`src/hdl/rca_pkg.sv`:
```
// Package with the register map, field layout and reset values of the clock.
package rca_pkg;

  // Register indices on the plain register port.
  localparam logic [3:0] ADDR_SECOND       = 4'h0;
  localparam logic [3:0] ADDR_MINUTE       = 4'h1;
  localparam logic [3:0] ADDR_HOUR         = 4'h2;
  localparam logic [3:0] ADDR_WEEKDAY      = 4'h3;
  localparam logic [3:0] ADDR_DAY_OF_MONTH = 4'h4;
  localparam logic [3:0] ADDR_PAGE_CONTROL = 4'h7;
  localparam logic [3:0] ADDR_COUNTER_RST  = 4'h8;

  // Field positions in page_control_reg.
  localparam int PG_IRQ_ENABLE = 7;
  localparam int PG_RUN_ENABLE = 3;
  localparam int PG_ALARM_EN   = 2;
  localparam int PG_PAGE       = 0;

  // Field positions in counter_reset_reg.
  localparam int CR_ONE_HZ_OFF  = 7;
  localparam int CR_SIXTEEN_OFF = 6;
  localparam int CR_SEC_CLEAR   = 5;
  localparam int CR_FIELD_INIT  = 4;

  // Reset values.
  localparam logic       RST_ONE_HZ_OFF  = 1'b1;
  localparam logic       RST_SIXTEEN_OFF = 1'b1;
  localparam logic [7:0] RST_DATE        = 8'h01;
  localparam logic [7:0] RST_TIME        = 8'h00;
  localparam logic [2:0] RST_WEEKDAY     = 3'h0;

  // Values loaded by match_fields_init: 00 minute, 00 hour, date 01, Sunday.
  localparam logic [7:0] INIT_AL_MINUTE  = 8'h00;
  localparam logic [7:0] INIT_AL_HOUR    = 8'h00;
  localparam logic [7:0] INIT_AL_DATE    = 8'h01;
  localparam logic [2:0] INIT_AL_WEEKDAY = 3'h0;

  // Calendar limits, BCD coded.
  localparam logic [7:0] LAST_SECOND  = 8'h59;
  localparam logic [7:0] LAST_MINUTE  = 8'h59;
  localparam logic [7:0] LAST_HOUR    = 8'h23;
  localparam logic [7:0] LAST_DATE    = 8'h31;
  localparam logic [2:0] LAST_WEEKDAY = 3'h6;

  // Low-speed clock divider: 32768 edges make one second.
  localparam int          LS_CLOCK_HZ = 32768;
  localparam int          DIV_W       = 15;
  localparam logic [14:0] DIV_LAST    = 15'(LS_CLOCK_HZ - 1);
  localparam int          SIXTEEN_HZ  = 16;
  localparam logic [14:0] DIV16_MASK  = 15'(LS_CLOCK_HZ / SIXTEEN_HZ - 1);

  typedef struct packed {
    logic [3:0] addr;
    logic [7:0] wdata;
    logic       wr;
    logic       rd;
  } rca_bus_req_s;

  typedef struct packed {
    logic       alarm_n;
    logic       clock_irq_n;
  } rca_event_s;

endpackage : rca_pkg

```
`src/hdl/rca_counter_alarm.sv`:
```
// Real-time clock core: second counter, calendar, alarm and pulse output.
//
// The address map and the strobed register port are this design's own decisions.
`timescale 1ns/10ps
module rca_counter_alarm
  import rca_pkg::*;
(
  input  wire logic         mclk,
  input  wire logic         rst_n,
  input  wire logic         lsclk,
  input  wire rca_bus_req_s bus_req,
  output logic [7:0]        rdata,
  output rca_event_s        events
);

  typedef struct packed {
    logic [2:0]       ls_sync;
    logic             ls_level;
    logic [DIV_W-1:0] div;
    logic [7:0]       sec;
    logic [7:0]       min;
    logic [7:0]       hour;
    logic [2:0]       wday;
    logic [7:0]       date;
    logic [7:0]       al_min;
    logic [7:0]       al_hour;
    logic [2:0]       al_wday;
    logic [7:0]       al_date;
    logic             page;
    logic             run_en;
    logic             alarm_en;
    logic             irq_en;
    logic             one_hz_off;
    logic             sixteen_hz_off;
    logic             clear_req;
    logic             pulse;
    logic [7:0]       rdata;
  } rca_state_s;

  // Which event, if any, drives the pin and the interrupt.
  typedef enum logic [1:0] {
    SRC_NONE    = 2'b00,
    SRC_ALARM   = 2'b01,
    SRC_ONE_HZ  = 2'b10,
    SRC_SIXTEEN = 2'b11
  } rca_src_e;

  localparam rca_state_s STATE_RESET = '{
    ls_sync:        3'h0,
    ls_level:       1'b0,
    div:            '0,
    sec:            RST_TIME,
    min:            RST_TIME,
    hour:           RST_TIME,
    wday:           RST_WEEKDAY,
    date:           RST_DATE,
    al_min:         INIT_AL_MINUTE,
    al_hour:        INIT_AL_HOUR,
    al_wday:        INIT_AL_WEEKDAY,
    al_date:        INIT_AL_DATE,
    page:           1'b0,
    run_en:         1'b0,
    alarm_en:       1'b0,
    irq_en:         1'b0,
    one_hz_off:     RST_ONE_HZ_OFF,
    sixteen_hz_off: RST_SIXTEEN_OFF,
    clear_req:      1'b0,
    pulse:          1'b0,
    rdata:          8'h00
  };

  // BCD increment that wraps from last back to first.
  function automatic logic [7:0] rca_bcd_inc(input logic [7:0] v,
                                             input logic [7:0] last,
                                             input logic [7:0] first);
    logic [7:0] r;
    if (v == last) begin
      r = first;
    end else if (v[3:0] == 4'h9) begin
      r = {4'(v[7:4] + 4'h1), 4'h0};
    end else begin
      r = 8'(v + 8'h01);
    end
    return r;
  endfunction : rca_bcd_inc

  // Only three bit patterns select a source; any other mix stays silent
  // rather than merging two pulse trains on one pin.
  function automatic rca_src_e rca_src_decode(input logic alarm_en,
                                              input logic one_hz_off,
                                              input logic sixteen_hz_off);
    rca_src_e s;
    unique case ({alarm_en, one_hz_off, sixteen_hz_off})
      3'b111: begin
        s = SRC_ALARM;
      end
      3'b001: begin
        s = SRC_ONE_HZ;
      end
      3'b010: begin
        s = SRC_SIXTEEN;
      end
      default: begin
        s = SRC_NONE;
      end
    endcase
    return s;
  endfunction : rca_src_decode

  // Page 1 swaps the calendar view for the alarm view at the same index.
  function automatic logic [7:0] rca_page_pick(input logic       page,
                                               input logic [7:0] cal,
                                               input logic [7:0] alarm);
    logic [7:0] r;
    r = page ? alarm : cal;
    return r;
  endfunction : rca_page_pick

  logic [1:0] rst_pipe;
  logic       rst_sync_n;
  rca_state_s cur;
  rca_state_s next_cur;

  // Reset is released through two flops so the release is clean on mclk.
  always_ff @(posedge mclk or negedge rst_n) begin
    if (!rst_n) begin
      rst_pipe <= 2'h0;
    end else begin
      rst_pipe <= {rst_pipe[0], 1'b1};
    end
  end
  assign rst_sync_n = rst_pipe[1];

  logic ls_rise;
  logic tick_1hz;
  logic tick_16hz;
  logic cal_step;
  logic sec_wrap;
  logic min_wrap;
  logic hour_wrap;
  logic match;
  logic src_event;
  logic wr_page0;
  logic wr_page1;
  rca_src_e src_sel;

  always_comb begin
    next_cur = cur;

    // The low-speed clock is a pin: three flops, and an edge counts only
    // once the second and third stages agree.
    next_cur.ls_sync = {cur.ls_sync[1:0], lsclk};
    ls_rise = 1'b0;
    if (cur.ls_sync[2] == cur.ls_sync[1]) begin
      next_cur.ls_level = cur.ls_sync[2];
      ls_rise = cur.ls_sync[2] & ~cur.ls_level;
    end

    tick_1hz  = ls_rise && (cur.div == DIV_LAST);
    tick_16hz = ls_rise && ((cur.div & DIV16_MASK) == DIV16_MASK);
    cal_step  = tick_1hz && cur.run_en;
    sec_wrap  = (cur.sec == LAST_SECOND);
    min_wrap  = sec_wrap && (cur.min == LAST_MINUTE);
    hour_wrap = min_wrap && (cur.hour == LAST_HOUR);

    if (ls_rise) begin
      // A pending clear restarts the divider, so the next tick lands one
      // whole second later.
      if (cur.clear_req) begin
        next_cur.div       = '0;
        next_cur.clear_req = 1'b0;
      end else begin
        next_cur.div = DIV_W'(cur.div + 1'b1);
      end
    end

    // Calendar advances only while run-enable is set; the divider above
    // keeps running regardless.
    if (cal_step) begin
      next_cur.sec = rca_bcd_inc(cur.sec, LAST_SECOND, RST_TIME);
      if (sec_wrap) begin
        next_cur.min = rca_bcd_inc(cur.min, LAST_MINUTE, RST_TIME);
      end
      if (min_wrap) begin
        next_cur.hour = rca_bcd_inc(cur.hour, LAST_HOUR, RST_TIME);
      end
      if (hour_wrap) begin
        next_cur.date = rca_bcd_inc(cur.date, LAST_DATE, RST_DATE);
        next_cur.wday = (cur.wday == LAST_WEEKDAY) ? RST_WEEKDAY
                                                   : 3'(cur.wday + 3'h1);
      end
    end

    // The match is taken on the new minute only, once per calendar update,
    // so one alarm time gives exactly one pulse. A freshly written alarm
    // field is only seen at the next low-speed edge.
    match = cal_step && sec_wrap
            && (next_cur.min  == cur.al_min)
            && (next_cur.hour == cur.al_hour)
            && (next_cur.date == cur.al_date)
            && (next_cur.wday == cur.al_wday);

    // Exactly one source reaches the pin; other combinations give none.
    src_sel   = rca_src_decode(cur.alarm_en, cur.one_hz_off,
                               cur.sixteen_hz_off);
    src_event = 1'b0;
    unique case (src_sel)
      SRC_ALARM: begin
        src_event = match;
      end
      SRC_ONE_HZ: begin
        src_event = tick_1hz;
      end
      SRC_SIXTEEN: begin
        src_event = tick_16hz;
      end
      SRC_NONE: begin
        src_event = 1'b0;
      end
    endcase

    // Pin and interrupt share one flop and last one low-speed period.
    if (ls_rise) begin
      next_cur.pulse = src_event && cur.irq_en;
    end

    // Register writes come after the counting so software wins a tie.
    wr_page0 = bus_req.wr && !cur.page;
    wr_page1 = bus_req.wr && cur.page;
    if (bus_req.wr) begin
      unique case (bus_req.addr)
        ADDR_SECOND: begin
          if (wr_page0) begin
            next_cur.sec = bus_req.wdata;
          end
        end
        ADDR_MINUTE: begin
          if (wr_page0) begin
            next_cur.min = bus_req.wdata;
          end else if (wr_page1) begin
            next_cur.al_min = bus_req.wdata;
          end
        end
        ADDR_HOUR: begin
          if (wr_page0) begin
            next_cur.hour = bus_req.wdata;
          end else if (wr_page1) begin
            next_cur.al_hour = bus_req.wdata;
          end
        end
        ADDR_WEEKDAY: begin
          if (wr_page0) begin
            next_cur.wday = bus_req.wdata[2:0];
          end else if (wr_page1) begin
            next_cur.al_wday = bus_req.wdata[2:0];
          end
        end
        ADDR_DAY_OF_MONTH: begin
          if (wr_page0) begin
            next_cur.date = bus_req.wdata;
          end else if (wr_page1) begin
            next_cur.al_date = bus_req.wdata;
          end
        end
        ADDR_PAGE_CONTROL: begin
          next_cur.irq_en   = bus_req.wdata[PG_IRQ_ENABLE];
          next_cur.run_en   = bus_req.wdata[PG_RUN_ENABLE];
          next_cur.alarm_en = bus_req.wdata[PG_ALARM_EN];
          next_cur.page     = bus_req.wdata[PG_PAGE];
        end
        ADDR_COUNTER_RST: begin
          next_cur.one_hz_off     = bus_req.wdata[CR_ONE_HZ_OFF];
          next_cur.sixteen_hz_off = bus_req.wdata[CR_SIXTEEN_OFF];
          // A new request set in the same cycle as completion survives.
          if (bus_req.wdata[CR_SEC_CLEAR]) begin
            next_cur.clear_req = 1'b1;
          end
          if (bus_req.wdata[CR_FIELD_INIT]) begin
            next_cur.al_min  = INIT_AL_MINUTE;
            next_cur.al_hour = INIT_AL_HOUR;
            next_cur.al_date = INIT_AL_DATE;
            next_cur.al_wday = INIT_AL_WEEKDAY;
          end
        end
        default: begin
        end
      endcase
    end

    // Read data stands for one cycle only and is zero otherwise.
    next_cur.rdata = 8'h00;
    if (bus_req.rd) begin
      unique case (bus_req.addr)
        ADDR_SECOND: begin
          next_cur.rdata = rca_page_pick(cur.page, cur.sec, 8'h00);
        end
        ADDR_MINUTE: begin
          next_cur.rdata = rca_page_pick(cur.page, cur.min, cur.al_min);
        end
        ADDR_HOUR: begin
          next_cur.rdata = rca_page_pick(cur.page, cur.hour, cur.al_hour);
        end
        ADDR_WEEKDAY: begin
          next_cur.rdata = rca_page_pick(cur.page, {5'h00, cur.wday},
                                         {5'h00, cur.al_wday});
        end
        ADDR_DAY_OF_MONTH: begin
          next_cur.rdata = rca_page_pick(cur.page, cur.date, cur.al_date);
        end
        ADDR_PAGE_CONTROL: begin
          next_cur.rdata[PG_IRQ_ENABLE] = cur.irq_en;
          next_cur.rdata[PG_RUN_ENABLE] = cur.run_en;
          next_cur.rdata[PG_ALARM_EN]   = cur.alarm_en;
          next_cur.rdata[PG_PAGE]       = cur.page;
        end
        ADDR_COUNTER_RST: begin
          next_cur.rdata[CR_ONE_HZ_OFF]  = cur.one_hz_off;
          next_cur.rdata[CR_SIXTEEN_OFF] = cur.sixteen_hz_off;
          next_cur.rdata[CR_SEC_CLEAR]   = cur.clear_req;
        end
        default: begin
        end
      endcase
    end
  end

  always_ff @(posedge mclk or negedge rst_sync_n) begin
    if (!rst_sync_n) begin
      cur <= STATE_RESET;
    end else begin
      cur <= next_cur;
    end
  end

  assign rdata              = cur.rdata;
  assign events.alarm_n     = ~cur.pulse;
  assign events.clock_irq_n = ~cur.pulse;

endmodule : rca_counter_alarm

```
`config.mk`:
```
export PLATFORM = sky130hd
export DESIGN_NAME = rca_counter_alarm
export DESIGN_NICKNAME = d
export VERILOG_FILES = /design/src/hdl/rca_pkg.sv /design/src/hdl/rca_counter_alarm.sv
export SDC_FILE = /design/constraint.sdc
export NUM_CORES = 1
export LEC_CHECK = 0
export BUFFER_PORTS_ARGS = -buffer_cell sky130_fd_sc_hd__buf_2
export CAP_MARGIN = 30
export CORE_ASPECT_RATIO = 1.1
export CORE_MARGIN = 1
export CORE_UTILIZATION = 45
export CTS_CLUSTER_SIZE = 30
export DETAILED_ROUTE_END_ITERATION = 12
export MAX_ROUTING_LAYER = met4
export REMOVE_ABC_BUFFERS = 1
export SETUP_SLACK_MARGIN = 0.02
export SYNTH_ARGS = -nofsm -noshare
export SYNTH_HDL_FRONTEND = slang
export SYNTH_SLANG_ARGS = --single-unit
export TNS_END_PERCENT = 50
```
`constraint.sdc`:
```
create_clock -name mclk -period 3.8 [get_ports mclk]
set_input_delay 0.19 -clock mclk [delete_from_list [all_inputs] [get_ports mclk]]
set_output_delay 0.19 -clock mclk [all_outputs]
set_load 0.05 [all_outputs]
```
# Yosys cells after proc, flatten, opt, wreduce, memory -nomap -nowiden
# Cells that the tools add are included.
[classes]
add_sub_neg = 10
multipliers = 0
n_div = 0
magnitude_cmp = 0
eq_ne = 37
shift = 0
muxes = 53
bitwise_logic = 3
n_reduce_logical = 26
[ops]
columns = ["cell", "n"]
rows = [
  ["$mux W8", 25],
  ["$mux W69", 1],
  ["$pmux W8 S2", 3],
  ["$mux W35", 1],
  ["$add A8 B1 Y8 const B", 4],
  ["$mux W27", 1],
  ["$eq A8 B8 Y1", 3],
  ["$pmux W2 S6", 2],
  ["$mux W3", 7],
  ["$eq A4 B4 Y1 const B", 5],
  ["$reduce_and A5 Y1", 4],
  ["$ne A2 B2 Y1 const B", 9],
  ["$add A4 B1 Y4 const B", 4],
  ["$eq A8 B6 Y1 const B", 2],
  ["$eq A8 B7 Y1 const B", 2],
  ["$add A15 B1 Y15 const B", 1],
  ["$eq A15 B15 Y1 const B", 1],
  ["$mux W15", 1],
  ["$logic_and A1 B1 Y1", 13],
  ["$eq A11 B11 Y1 const B", 1],
  ["$mux W11", 1],
  ["$pmux W1 S5", 2],
  ["$eq A4 B2 Y1 const B", 2],
  ["$eq A4 B3 Y1 const B", 2],
  ["23 further kinds", 32],
]
[totals]
ff_bits = 99
latchBits = 0
ramBits = 0
rom_bits = 0
input_bits = 17
wordCells = 151
n_memories = 0

# Logic depth before layout (Yosys ltp)
# Gate-level depths: netlist (run 1).
[depth]
depth_word = 13
depth_mapped = 13

# Least setup slack after synthesis (run 1)
# Ideal clock, no wire load.
[synth_timing]
kind = "register to register"
startpoint = "reg cur[71] in the netlist's numbering"
endpoint = "reg cur[8] in the netlist's numbering"
setup_time_ps = 77
arrival_time_ps = 2410
t_required_ps = 3723
setup_slack_ps = 1313
path_stages_with_launch = 13
path_buffers = 2
synth_period_minus_slack_ps = 2487
path_cell_list = "dfrtp_1 inv_1 ha_1 and3b_1 buf_4 nand4_4 buf_4 nor4_1 xnor2_1 nand4_1 nor4_1 nand4_1 o21ai_1"
[synth_between]
elab_chain_len = 10
elab_cells_between_ends = 18
cone_classes = "eq/ne: 5; mux: 5; reduce/logical: 8"
[synth_rtl]
columns = ["item", "line_no", "rtl"]
rows = [
  ["start: declaration", "rca_counter_alarm.sv:121", "rca_state_s cur;"],
  ["start signal: assignment", "rca_counter_alarm.sv:331", "cur <= next_cur;"],
  ["$eq A8 B7 Y1 *", "rca_counter_alarm.sv:162", "sec_wrap = (cur.sec == LAST_SECOND);"],
  ["$mux W8 or $logic_and A1 B1 Y1 (tied branches)", "rca_counter_alarm.sv:181, rca_counter_alarm.sv:163", ""],
  ["$mux W35 (tied with other cells)", "rca_counter_alarm.sv:179", "if (cal_step) begin"],
  ["$eq A8 B8 Y1 (tied with other cells)", "rca_counter_alarm.sv:198", "&& (next_cur.min == cur.al_min)"],
  ["$logic_and A1 B1 Y1 (tied with other cells)", "rca_counter_alarm.sv:198", ""],
  ["$logic_and A1 B1 Y1 or $eq A8 B8 Y1 (tied branches)", "rca_counter_alarm.sv:199, rca_counter_alarm.sv:200", ""],
  ["$logic_and A1 B1 Y1", "rca_counter_alarm.sv:200", "&& (next_cur.date == cur.al_date)"],
  ["$logic_and A1 B1 Y1 *", "rca_counter_alarm.sv:201", "&& (next_cur.wday == cur.al_wday);"],
  ["$pmux W1 S4 *", "rca_counter_alarm.sv:207", "unique case (src_sel)"],
  ["$logic_and A1 B1 Y1 *", "rca_counter_alarm.sv:224", "next_cur.pulse = src_event && cur.irq_en;"],
]
# Every way passes the cells marked *; elsewhere a longest branch is shown, timed or not.
# A chain may end at the register's enable or synchronous reset.

# Worst setup path after layout (run 1)
# Ends and elaborated chain as after synthesis.

==> results.toml, run 1 <==
[synth]
post-synth-top-area-fraction_pct = 35.5
synth-seq-area-share_pct = 37.1
yosysUniqueCellTypes = 88
synth.largest_area_cell = "sky130_fd_sc_hd__dfrtp_1"
post_synth_main_area_contributors = "sky130_fd_sc_hd__dfrtp_1 (36%), sky130_fd_sc_hd__nand2_1 (4.8%), sky130_fd_sc_hd__mux2_2 (4.2%)"
synth.cells.most_frequent = "sky130_fd_sc_hd__dfrtp_1 (95), sky130_fd_sc_hd__nand2_1 (86), sky130_fd_sc_hd__nor2_1 (64)"
synth.ff_latch_count = 99
synth_edf_count = 0
ys_async_sr_fraction_pct = 100
synth_most_common_cell = "sky130_fd_sc_hd__dfrtp_1"
post_syn_area_sq_mm = 0.00669
postSynth.topFlopCell = "sky130_fd_sc_hd__dfrtp_1"
netlist_instances = 760
ys_warn_count = 0
syn-mean-instance-area_sq_um = 8.81

[critical_path]
critical-path-top-delay-family = "simple AND/OR/NAND/NOR gates"
timing.critical_path.slowest_stage_cell = "sky130_fd_sc_hd__and4_1"
timing_worst_setup_path_type = "flip-flop to flip-flop"
critical_path_required_ns = 4.09
crit_top_cell = "sky130_fd_sc_hd__nand4_1"
path_cells = "inv_1, ha_1, and3b_1, and4_1, nand2_1, o311ai_1, nand4_1, nor4_1, nand4_1, o21ai_1"
path_max_fanout = 10
timing.critical_path.slowest_cell_delay_ns = 0.54
cp-start-kind = "flip-flop"
crit_end_element = "flip-flop"
cp_data_arrival_time_ns = 3.50
cp.buffers_inverters = 1

[timing]
layout_worst_path_cycle_share_pct = 84.5
max_clock_freq_ghz = 0.311
finalSetupViolations = 0
fin_setup_tns_ns = 0
timing.clock.skew_ns = 0.00739
relSlewSlack_pct = 52.0
actual_slew_at_the_worst_max_slew_pin_ns = 0.719
final.min_clock_period_ns = 3.21
report.final.hold_viol_count = 0
timing.final.max_slew_violations = 0
rsz0062_at_grt = "no"
timing.final.ws_setup_ns = 0.589

[global_routing]
number_of_antenna_violations_at_the_first_check_in_global_routing = 0
grt.overflow.total = 0
grt_start_max_net_pins = 44
gr-usage-all-layers_pct = 32.9
first_global_vias = 5803
grt_pass1_wl_microns = 36000

[final_layout]
flow.area_growth_from_synthesis_pct = 8.13
finalInstanceArea_sq_mm = 0.00724
fin_cells = 958
n_fill_cell = 1388
regArea_sq_mm = 0.00249
multi_input_area_sq_mm = 0.00385
design.final.nets = 794
utilization_pct = 50.1
antenna_cells = 0
drive_gt1_share_pct = 15.1

[placement]
preCtsSetupSlack_ns = 0.707
placement.cell_area_sq_mm = 0.00691
placement.io_buffers = 26
dp_hpwl_microns = 17500
post-place-cells = 940
gp_routability_congestion = 1.06

[cts]
clkSinkCount = 99
post_cts_buffers = 0
post_cts_resized = 0
cts_tree = "done"
cts-root-to-sink-buffers = 2
clock-root-buffer = "sky130_fd_sc_hd__clkbuf_16"
clock_latency_of_the_later_clocked_register_in_the_worst_skew_pair_ns = 0.36
clkTransAtPathRegs_ns = 0.07
htree_num_levels = 3
cts_inserted_buffers = 9

[floorplanning]
die_h_microns = 130
initial_core_util_pct = 46.3
die_w_microns = 118
ios = 27
placement_rows = 46
floorplan.die_area_sq_mm = 0.0154
fp.coreArea_sq_mm = 0.0144

[detailed_routing]
drt_first_pass_iters = 5
vias = 6190
route.detailed.wl_per_inst_microns = 24.6
route.antenna.remaining_nets = 0
finalWirelength_microns = 23500
drt-vias-per-instance = 6.46
drc_errors = 0
initialDrtViolationCount = 630

[hold_path]
hold_path_class = "primary input to asynchronous set/reset pin"

[power]
pwr_density_cell_mw_per_mm2 = 540
max-vdd-ir-drop_mv = 0.277
p_leak_nw = 2.98

[status]
status = "complete, no violations"

[flow_run]
timing.max_cap.violations = 0
## cells in the final DEF, fill, tap and decap left out, types with 14 or more instances in the layout
cell type,instances
sky130_fd_sc_hd__xnor2_1,17
sky130_fd_sc_hd__xor2_1,16
sky130_fd_sc_hd__nor3_1,18
sky130_fd_sc_hd__ha_1,16
sky130_fd_sc_hd__mux2_2,25
sky130_fd_sc_hd__inv_1,25
sky130_fd_sc_hd__a22oi_1,20
sky130_fd_sc_hd__nand4_1,14
sky130_fd_sc_hd__dfrtp_1,94
sky130_fd_sc_hd__o21ai_0,52
sky130_fd_sc_hd__nand3_1,32
sky130_fd_sc_hd__nand2_1,86
sky130_fd_sc_hd__buf_2,26
sky130_fd_sc_hd__a31oi_1,14
sky130_fd_sc_hd__a21oi_1,44
sky130_fd_sc_hd__nor2_1,64
## where the power goes
group | total, mW | internal [mW] | switching, mW
clock | 0.974 | 0.522 | 0.452
sequential | 1.79 | 1.32 | 0.472
combinational | 1.15 | 0.491 | 0.655
total | 3.91 | 2.33 | 1.58
## flip-flops by register name, indices dropped and copies added (netlist names)
register,count
cur,89
rdata,8
rst_pipe,2
## timing repair
item	in CTS	in global routing
hold endpoints to repair	3	0
endpoints found under the setup margin	0	0
hold buffers	2	0
## stage by stage
step | hold slack [ns] | power (mW)
final | 0.139 | 3.91
after global routing | 0.146 | 4.12
after CTS | 0.134 | 3.89
after detailed placement | -0.0219 | 2.91
after global placement | -0.0254 | 2.89
after floorplan | -0.106 | 2.44
## routing by layer
layer,vias up,GRT usage [%],part of all wire (%)
li1,2791,-,-
met1,3046,43.3,44
met4,0,15.8,4.1
met2,295,50.7,46
met5,-,-,0
met3,58,3.76,5.7
## kinds of logic after synthesis
logic type / share of synthesized area (%)
compound gates: 20.7
xor+xnor: 4.32
fa+ha+maj: 3.14
buf+inv: 5.53
flops: 37.1
mux: 5.85
other cells: 0.0560
simple gates: 23.3
## path summary, 6_finish.rpt
path / from / end / slack (ns) / cells after the start
max in group asynchronous: rst_pipe[1] / cur[85] / 2.56 / 2
hold reg to reg: rst_pipe[1] / cur[21] / 0.31 / 0
hold / removal: rst_n / rst_pipe[1] / 0.14 / 2
setup / recovery: cur[71] / cur[8] / 0.59 / 10
min in group mclk: bus_req[0] / rdata[3] / 0.15 / 2
setup reg to reg: cur[71] / cur[8] / 0.59 / 10
## final cells by class
cell class / instances / area share (%)
clock buffer: 9 / 3.11
multi-input combinational: 585 / 53.2
clock inverter: 7 / 1.11
tap: 192 / 3.32
sequential: 99 / 34.4
inverter: 25 / 1.30
timing repair buffer: 41 / 3.60
No activity file was read; power rests on OpenSTA's default activity.
==> run 2, diff against run 1 <==
- clock period: 3.8 -> 3.05 ns (I/O delays scaled with it)
==> run 2 against run 1 <==
Critical path depth unchanged; first-iteration DRC count grew 18%; critical endpoint unchanged; routed wire length grew 4.1%; combinational power increased by 39%; maximum frequency is 11% higher; sequential share of layout area decreased by 1.2 points; sequential cell count stayed put; setup slack worse by 0.43 ns; clock-buffer cell count did not move; sequential power rose by 20%; final area increased by 3.5%; register-to-register slack got worse by 0.43 ns.
==> results.toml, run 2 (synthesized netlist as in run 1, its figures left out) <==
[cts]
cts_tree = "done"
clock_latency_of_the_later_clocked_register_in_the_worst_skew_pair_ns = 0.36
clkTransAtPathRegs_ns = 0.08
clkSinkCount = 99
cts-root-to-sink-buffers = 2
clock-root-buffer = "sky130_fd_sc_hd__clkbuf_16"
cts_inserted_buffers = 9
htree_num_levels = 3

[critical_path]
regToRegStartpoint = "cur[75]"
crit_end_element = "flip-flop"
timing.critical_path.slowest_cell_delay_ns = 0.62
cp_data_arrival_time_ns = 3.18
r2r_cells = 10
path_cells = "inv_1, ha_1, and3b_2, nand4_4, or4_1, a32oi_1, nand3_1, nor4_1, nand4_1, o21ai_1"
timing.critical_path.slowest_stage_cell = "sky130_fd_sc_hd__or4_1"
worst-r2r-setup-slack_ns = 0.16
cp-start-kind = "flip-flop"
cp.buffers_inverters = 1
critical_path_required_ns = 3.34
timing_worst_setup_path_type = "flip-flop to flip-flop"
path_max_fanout = 11
critical_path.reg2reg.endpoint = "cur[8]"
critical-path-top-delay-family = "simple AND/OR/NAND/NOR gates"

[detailed_routing]
initialDrtViolationCount = 746
vias = 6199
route.detailed.wl_per_inst_microns = 24.8
drt-vias-per-instance = 6.28
route.antenna.remaining_nets = 0
drt_first_pass_iters = 5
met3_length_microns = 1460
met2_length_microns = 11400
finalWirelength_microns = 24500
wl_on_met1_microns = 10800
maxUsedRoutingLayer = "met4"
drc_errors = 0

[floorplanning]
fp.coreArea_sq_mm = 0.0144
placement_rows = 46
floorplan.die_area_sq_mm = 0.0154
die_h_microns = 130
initial_core_util_pct = 46.3
ios = 27
die_w_microns = 118

[timing]
timing.clock.skew_ns = 0.0175
relSlewSlack_pct = 44.6
timing.final.max_slew_violations = 0
report.final.hold_viol_count = 0
finalSetupViolations = 0
layout_worst_path_cycle_share_pct = 94.7
max_clock_freq_ghz = 0.346
actual_slew_at_the_worst_max_slew_pin_ns = 0.824
final.min_clock_period_ns = 2.89
rsz0062_at_grt = "no"
timing.final.ws_setup_ns = 0.161
fin_setup_tns_ns = 0

[global_routing]
number_of_antenna_violations_at_the_first_check_in_global_routing = 0
grt_start_max_net_pins = 55
grt_pass1_wl_microns = 36500
grt.overflow.total = 0
gr-usage-all-layers_pct = 33.7
first_global_vias = 5851

[placement]
gp_routability_congestion = 1.03
placement.io_buffers = 26
preCtsSetupSlack_ns = 0.00158
dp_hpwl_microns = 18400
post-place-cells = 964

[final_layout]
antenna_cells = 0
utilization_pct = 51.8
top_register = "cur"
fin_cells = 987
layout.cells.most_common_list = "sky130_fd_sc_hd__dfrtp_1 (94), sky130_fd_sc_hd__nand2_1 (86), sky130_fd_sc_hd__nor2_1 (64)"
flow.area_growth_from_synthesis_pct = 11.9
mostFrequentLayoutCell = "sky130_fd_sc_hd__dfrtp_1"
drive_gt1_share_pct = 18.5
design.final.nets = 823
largest_register_ffs = 89

[power]
p_leak_nw = 3.13
power.total_mw = 4.98
pwr_density_cell_mw_per_mm2 = 665
max-vdd-ir-drop_mv = 0.303

[flow_run]
timing.max_cap.violations = 0

[status]
status = "complete, no violations"

[hold_path]
hold_path_class = "primary input to asynchronous set/reset pin"
run 2: changes by cell type in the layout (fill, tap and decap cells not counted):
cell	change
sky130_fd_sc_hd__or3_1	-1
sky130_fd_sc_hd__a2111oi_0	-1
sky130_fd_sc_hd__a2111oi_2	+1
sky130_fd_sc_hd__clkinv_2	-1
sky130_fd_sc_hd__buf_12	+1
sky130_fd_sc_hd__buf_4	+28
sky130_fd_sc_hd__clkinv_4	+1
sky130_fd_sc_hd__clkinv_8	+1
sky130_fd_sc_hd__or3_4	+1
sky130_fd_sc_hd__and2_1	+1
sky130_fd_sc_hd__and2_0	-1
sky130_fd_sc_hd__inv_6	-1
run 2: worst max path at each step:
stage	cells after the start	start	to	slack, ns
final	10	cur[75]	cur[8]	0.16
after detailed placement	9	cur[54]	cur[8]	0.002
after global placement	9	cur[54]	cur[8]	-0.07
after CTS	9	cur[54]	cur[8]	0.09
after global routing	11	cur[75]	cur[8]	0.06
after floorplan	0	rst_pipe[1]	cur[12]	0.1
run 2: final cells by class:
| class | count | area, sq um |
|---|---|---|
| Multi-Input combinational cell | 585 | 3860 |
| Clock inverter | 7 | 91.3 |
| Fill cell | 1405 | 6960 |
| Timing Repair Buffer | 70 | 490 |
| Clock buffer | 9 | 225 |
| Sequential cell | 99 | 2490 |
| Tap cell | 192 | 240 |
| Inverter | 25 | 93.8 |
run 2: per-stage QoR:
stage | hold WS (ns) | area (sq um)
6_report | 0.0970 | 7490
5_1_grt | 0.117 | 7490
4_1_cts | 0.0990 | 7430
3_5_place_dp | -0.0607 | 7090
3_3_place_gp | -0.0616 | 7090
2_1_floorplan | -0.143 | 6420
run 2: worst reg2reg max path, stage by stage, from the launching register on:
cell and delay (ns):
sky130_fd_sc_hd__dfrtp_1 0.46, sky130_fd_sc_hd__inv_1 0.09, sky130_fd_sc_hd__ha_1 0.13, sky130_fd_sc_hd__and3b_2 0.25, sky130_fd_sc_hd__nand4_4 0.27, sky130_fd_sc_hd__or4_1 0.63, sky130_fd_sc_hd__a32oi_1 0.23, sky130_fd_sc_hd__nand3_1 0.15
sky130_fd_sc_hd__nor4_1 0.32, sky130_fd_sc_hd__nand4_1 0.15, sky130_fd_sc_hd__o21ai_1 0.14
run 2: power by group:
part / internal [mW] / switching, mW
registers: 1.64 / 0.509
logic: 0.668 / 0.930
clock network: 0.657 / 0.577
total: 2.97 / 2.02
run 2: timing repair:
action,4_1_cts,5_1_grt
setup endpoints to repair,1,1
setup buffers,0,5
hold buffers,2,0
resized for setup,1,3
pin swaps,0,1
hold endpoints to repair,3,0
run 2: metal layers:
metal  up-vias  GRT usage [%]
li1       2840              -
met4         0           13.0
met3        41           5.46
met5         -              -
met1      3070           43.3
met2       248           53.5
==> run 3, diff against run 2 <==
--- a/config.mk
+++ b/config.mk
@@ -14,4 +14,5 @@
 export DETAILED_ROUTE_END_ITERATION = 12
 export MAX_ROUTING_LAYER = met4
+export RECOVER_POWER = 25
 export REMOVE_ABC_BUFFERS = 1
 export SETUP_SLACK_MARGIN = 0.02
==> constraint.sdc (replaced) <==
create_clock -name mclk -period 2.5 [get_ports mclk]
set_input_delay 0.375 -clock mclk [delete_from_list [all_inputs] [get_ports mclk]]
set_output_delay 0.375 -clock mclk [all_outputs]
set_load 0.05 [all_outputs]
==> run 3 against run 2 <==
The run now ends with setup timing left; final cell count grew 12%; power is 30% higher; global-route usage up 1.6 points; critical path type unchanged; largest power group is now combinational cells.
==> results.toml, run 3 (synthesized netlist as in run 1, its figures left out) <==
[timing]
rsz0062_at_grt = "yes"
report.final.hold_viol_count = 0
relSlewSlack_pct = 8.04
timing.clock.skew_ns = 0.0127
finalHoldWorstSlack_ns = 0.110
final.min_clock_period_ns = 2.65
layout_worst_path_cycle_share_pct = 106
fin_setup_tns_ns = -0.153
actual_slew_at_the_worst_max_slew_pin_ns = 1.38
finalSetupViolations = 1
max_clock_freq_ghz = 0.377
timing.final.max_slew_violations = 0
timing.final.ws_setup_ns = -0.153

[cts]
cts_tree = "done"
htree_num_levels = 3
clkTransAtPathRegs_ns = 0.07
cts_inserted_buffers = 9
cts-root-to-sink-buffers = 2
clock-root-buffer = "sky130_fd_sc_hd__clkbuf_16"
clock_latency_of_the_later_clocked_register_in_the_worst_skew_pair_ns = 0.36
clkSinkCount = 99

[flow_run]
timing.max_cap.violations = 0

[final_layout]
top_register = "cur"
mostFrequentLayoutCell = "sky130_fd_sc_hd__buf_4"
drive_gt1_share_pct = 31.3
flow.area_growth_from_synthesis_pct = 27.2
layout.cells.most_common_list = "sky130_fd_sc_hd__buf_4 (149), sky130_fd_sc_hd__dfrtp_1 (94), sky130_fd_sc_hd__nand2_1 (84)"
n_fill_cell = 1291
fin_cells = 1103
antenna_cells = 0
design.final.nets = 939
largest_register_ffs = 89

[detailed_routing]
finalWirelength_microns = 25600
route.detailed.wl_per_inst_microns = 23.2
drc_errors = 0
vias = 6758
drt-vias-per-instance = 6.13
route.antenna.remaining_nets = 0
initialDrtViolationCount = 653
drt_first_pass_iters = 5

[status]
status = "complete, but fails checks"
violations = "setup timing"

[critical_path]
regToRegStartpoint = "cur[67]"
crit_end_element = "flip-flop"
r2r_cells = 12
critical_path.reg2reg.endpoint = "cur[8]"
timing.critical_path.slowest_cell_delay_ns = 0.39
cp_data_arrival_time_ns = 2.94
critical_path_required_ns = 2.79
crit_top_cell = "sky130_fd_sc_hd__buf_6"
path_max_fanout = 4
path_cells = "inv_2, ha_4, and4b_2, buf_6, nand4_4, buf_6, o41ai_4, o31ai_4, xor2_1, a2111oi_2, nand4_1, o21ai_1"
worst-r2r-setup-slack_ns = -0.15
timing.critical_path.slowest_stage_cell = "sky130_fd_sc_hd__dfrtp_1"
cp-start-kind = "flip-flop"
timing_worst_setup_path_type = "flip-flop to flip-flop"

[placement]
preCtsSetupSlack_ns = -0.215
placement.io_buffers = 26
gp_routability_congestion = 1.00
post-place-cells = 1071
dp_hpwl_microns = 19400

[global_routing]
grt.overflow.total = 0
gr-usage-all-layers_pct = 35.3
number_of_antenna_violations_at_the_first_check_in_global_routing = 0
grt_pass1_wl_microns = 38500
first_global_vias = 6487
grt_start_max_net_pins = 98

[floorplanning]
floorplan.die_area_sq_mm = 0.0154
ios = 27
die_h_microns = 130
die_w_microns = 118
initial_core_util_pct = 46.3
fp.coreArea_sq_mm = 0.0144
placement_rows = 46

[hold_path]
worst_hold_path.num_cells = 1
hold_path_startpoint = "lsclk"
worstHoldEndpoint = "cur[94]"
hold_path_class = "primary input to flip-flop"

[power]
max-vdd-ir-drop_mv = 0.417
pwr_density_cell_mw_per_mm2 = 764
p_leak_nw = 3.73
-- run 3: cell types whose count changed in the layout (fill, tap and decap cells not counted), sizes merged --
cell / before / now
clkbuf: 9 / 13
dlygate4sd3: 2 / 1
clkinv: 2 / 3
buf: 68 / 182
inv: 28 / 27
bufinv: 1 / 0
-- run 3: stage by stage --
step                utilization, %  total power [mW]  cell area (sq um)
global route                  58.9              6.83               8510
detailed placement            54.8              4.97               7920
global placement              54.8              4.93               7920
floorplan                        -              3.70               6420
finish                        58.9              6.50               8510
CTS                           57.4              6.38               8300
-- run 3: area by class of cell --
cell class	count	area [sq um]	area share, %
clock buffer	10	239	2.81
clock inverter	6	47.5	0.559
inverter	25	93.8	1.10
multi-input combinational	585	4020	47.2
sequential	99	2490	29.2
tap	192	240	2.82
timing repair buffer	186	1390	16.3
-- run 3: worst max path at each step --
stage,startpoint,to,slack [ns],cells past startpoint
global route,cur[63],cur[8],-0.26,12
finish,cur[67],cur[8],-0.15,12
CTS,cur[67],cur[8],-0.07,12
detailed placement,cur[71],cur[8],-0.21,11
global placement,cur[71],cur[8],-0.20,11
floorplan,rst_pipe[1],cur[12],-0.45,0
-- run 3: repair_timing --
| action | 4_1_cts | 5_1_grt |
|---|---|---|
| endpoints found under the setup margin | 2 | 2 |
| hold buffers | 1 | 0 |
| pin swaps | 6 | 13 |
| resized for setup | 18 | 23 |
| endpoints found under the hold margin | 2 | 0 |
| cloned | 0 | 0 |
| buffers inserted | 2 | 13 |
-- run 3: critical path: cells and delay by family (launching register included) --
| family | cells | cell delay [ns] |
|---|---|---|
| AO/OA/AOI/OAI | 4 | 1.03 |
| XOR/XNOR | 1 | 0.19 |
| adder cells (fa/ha/maj) | 1 | 0.12 |
| buffers and inverters | 3 | 0.36 |
| flip-flops | 1 | 0.39 |
| AND/OR/NAND/NOR | 3 | 0.51 |
-- run 3: routing by layer --
layer  GRT usage, %  routed length [microns]  up-vias
met5              -                        0        -
met4           20.1                     1380        0
met3           5.64                     1670       91
met2           53.6                    11500      290
met1           45.1                    11100     3295
li1               -                        -     3082
-- run 3: report_power, final --
part	switching (mW)	internal (mW)
sequential	0.473	2.00
combinational	1.44	1.22
clock	0.652	0.711
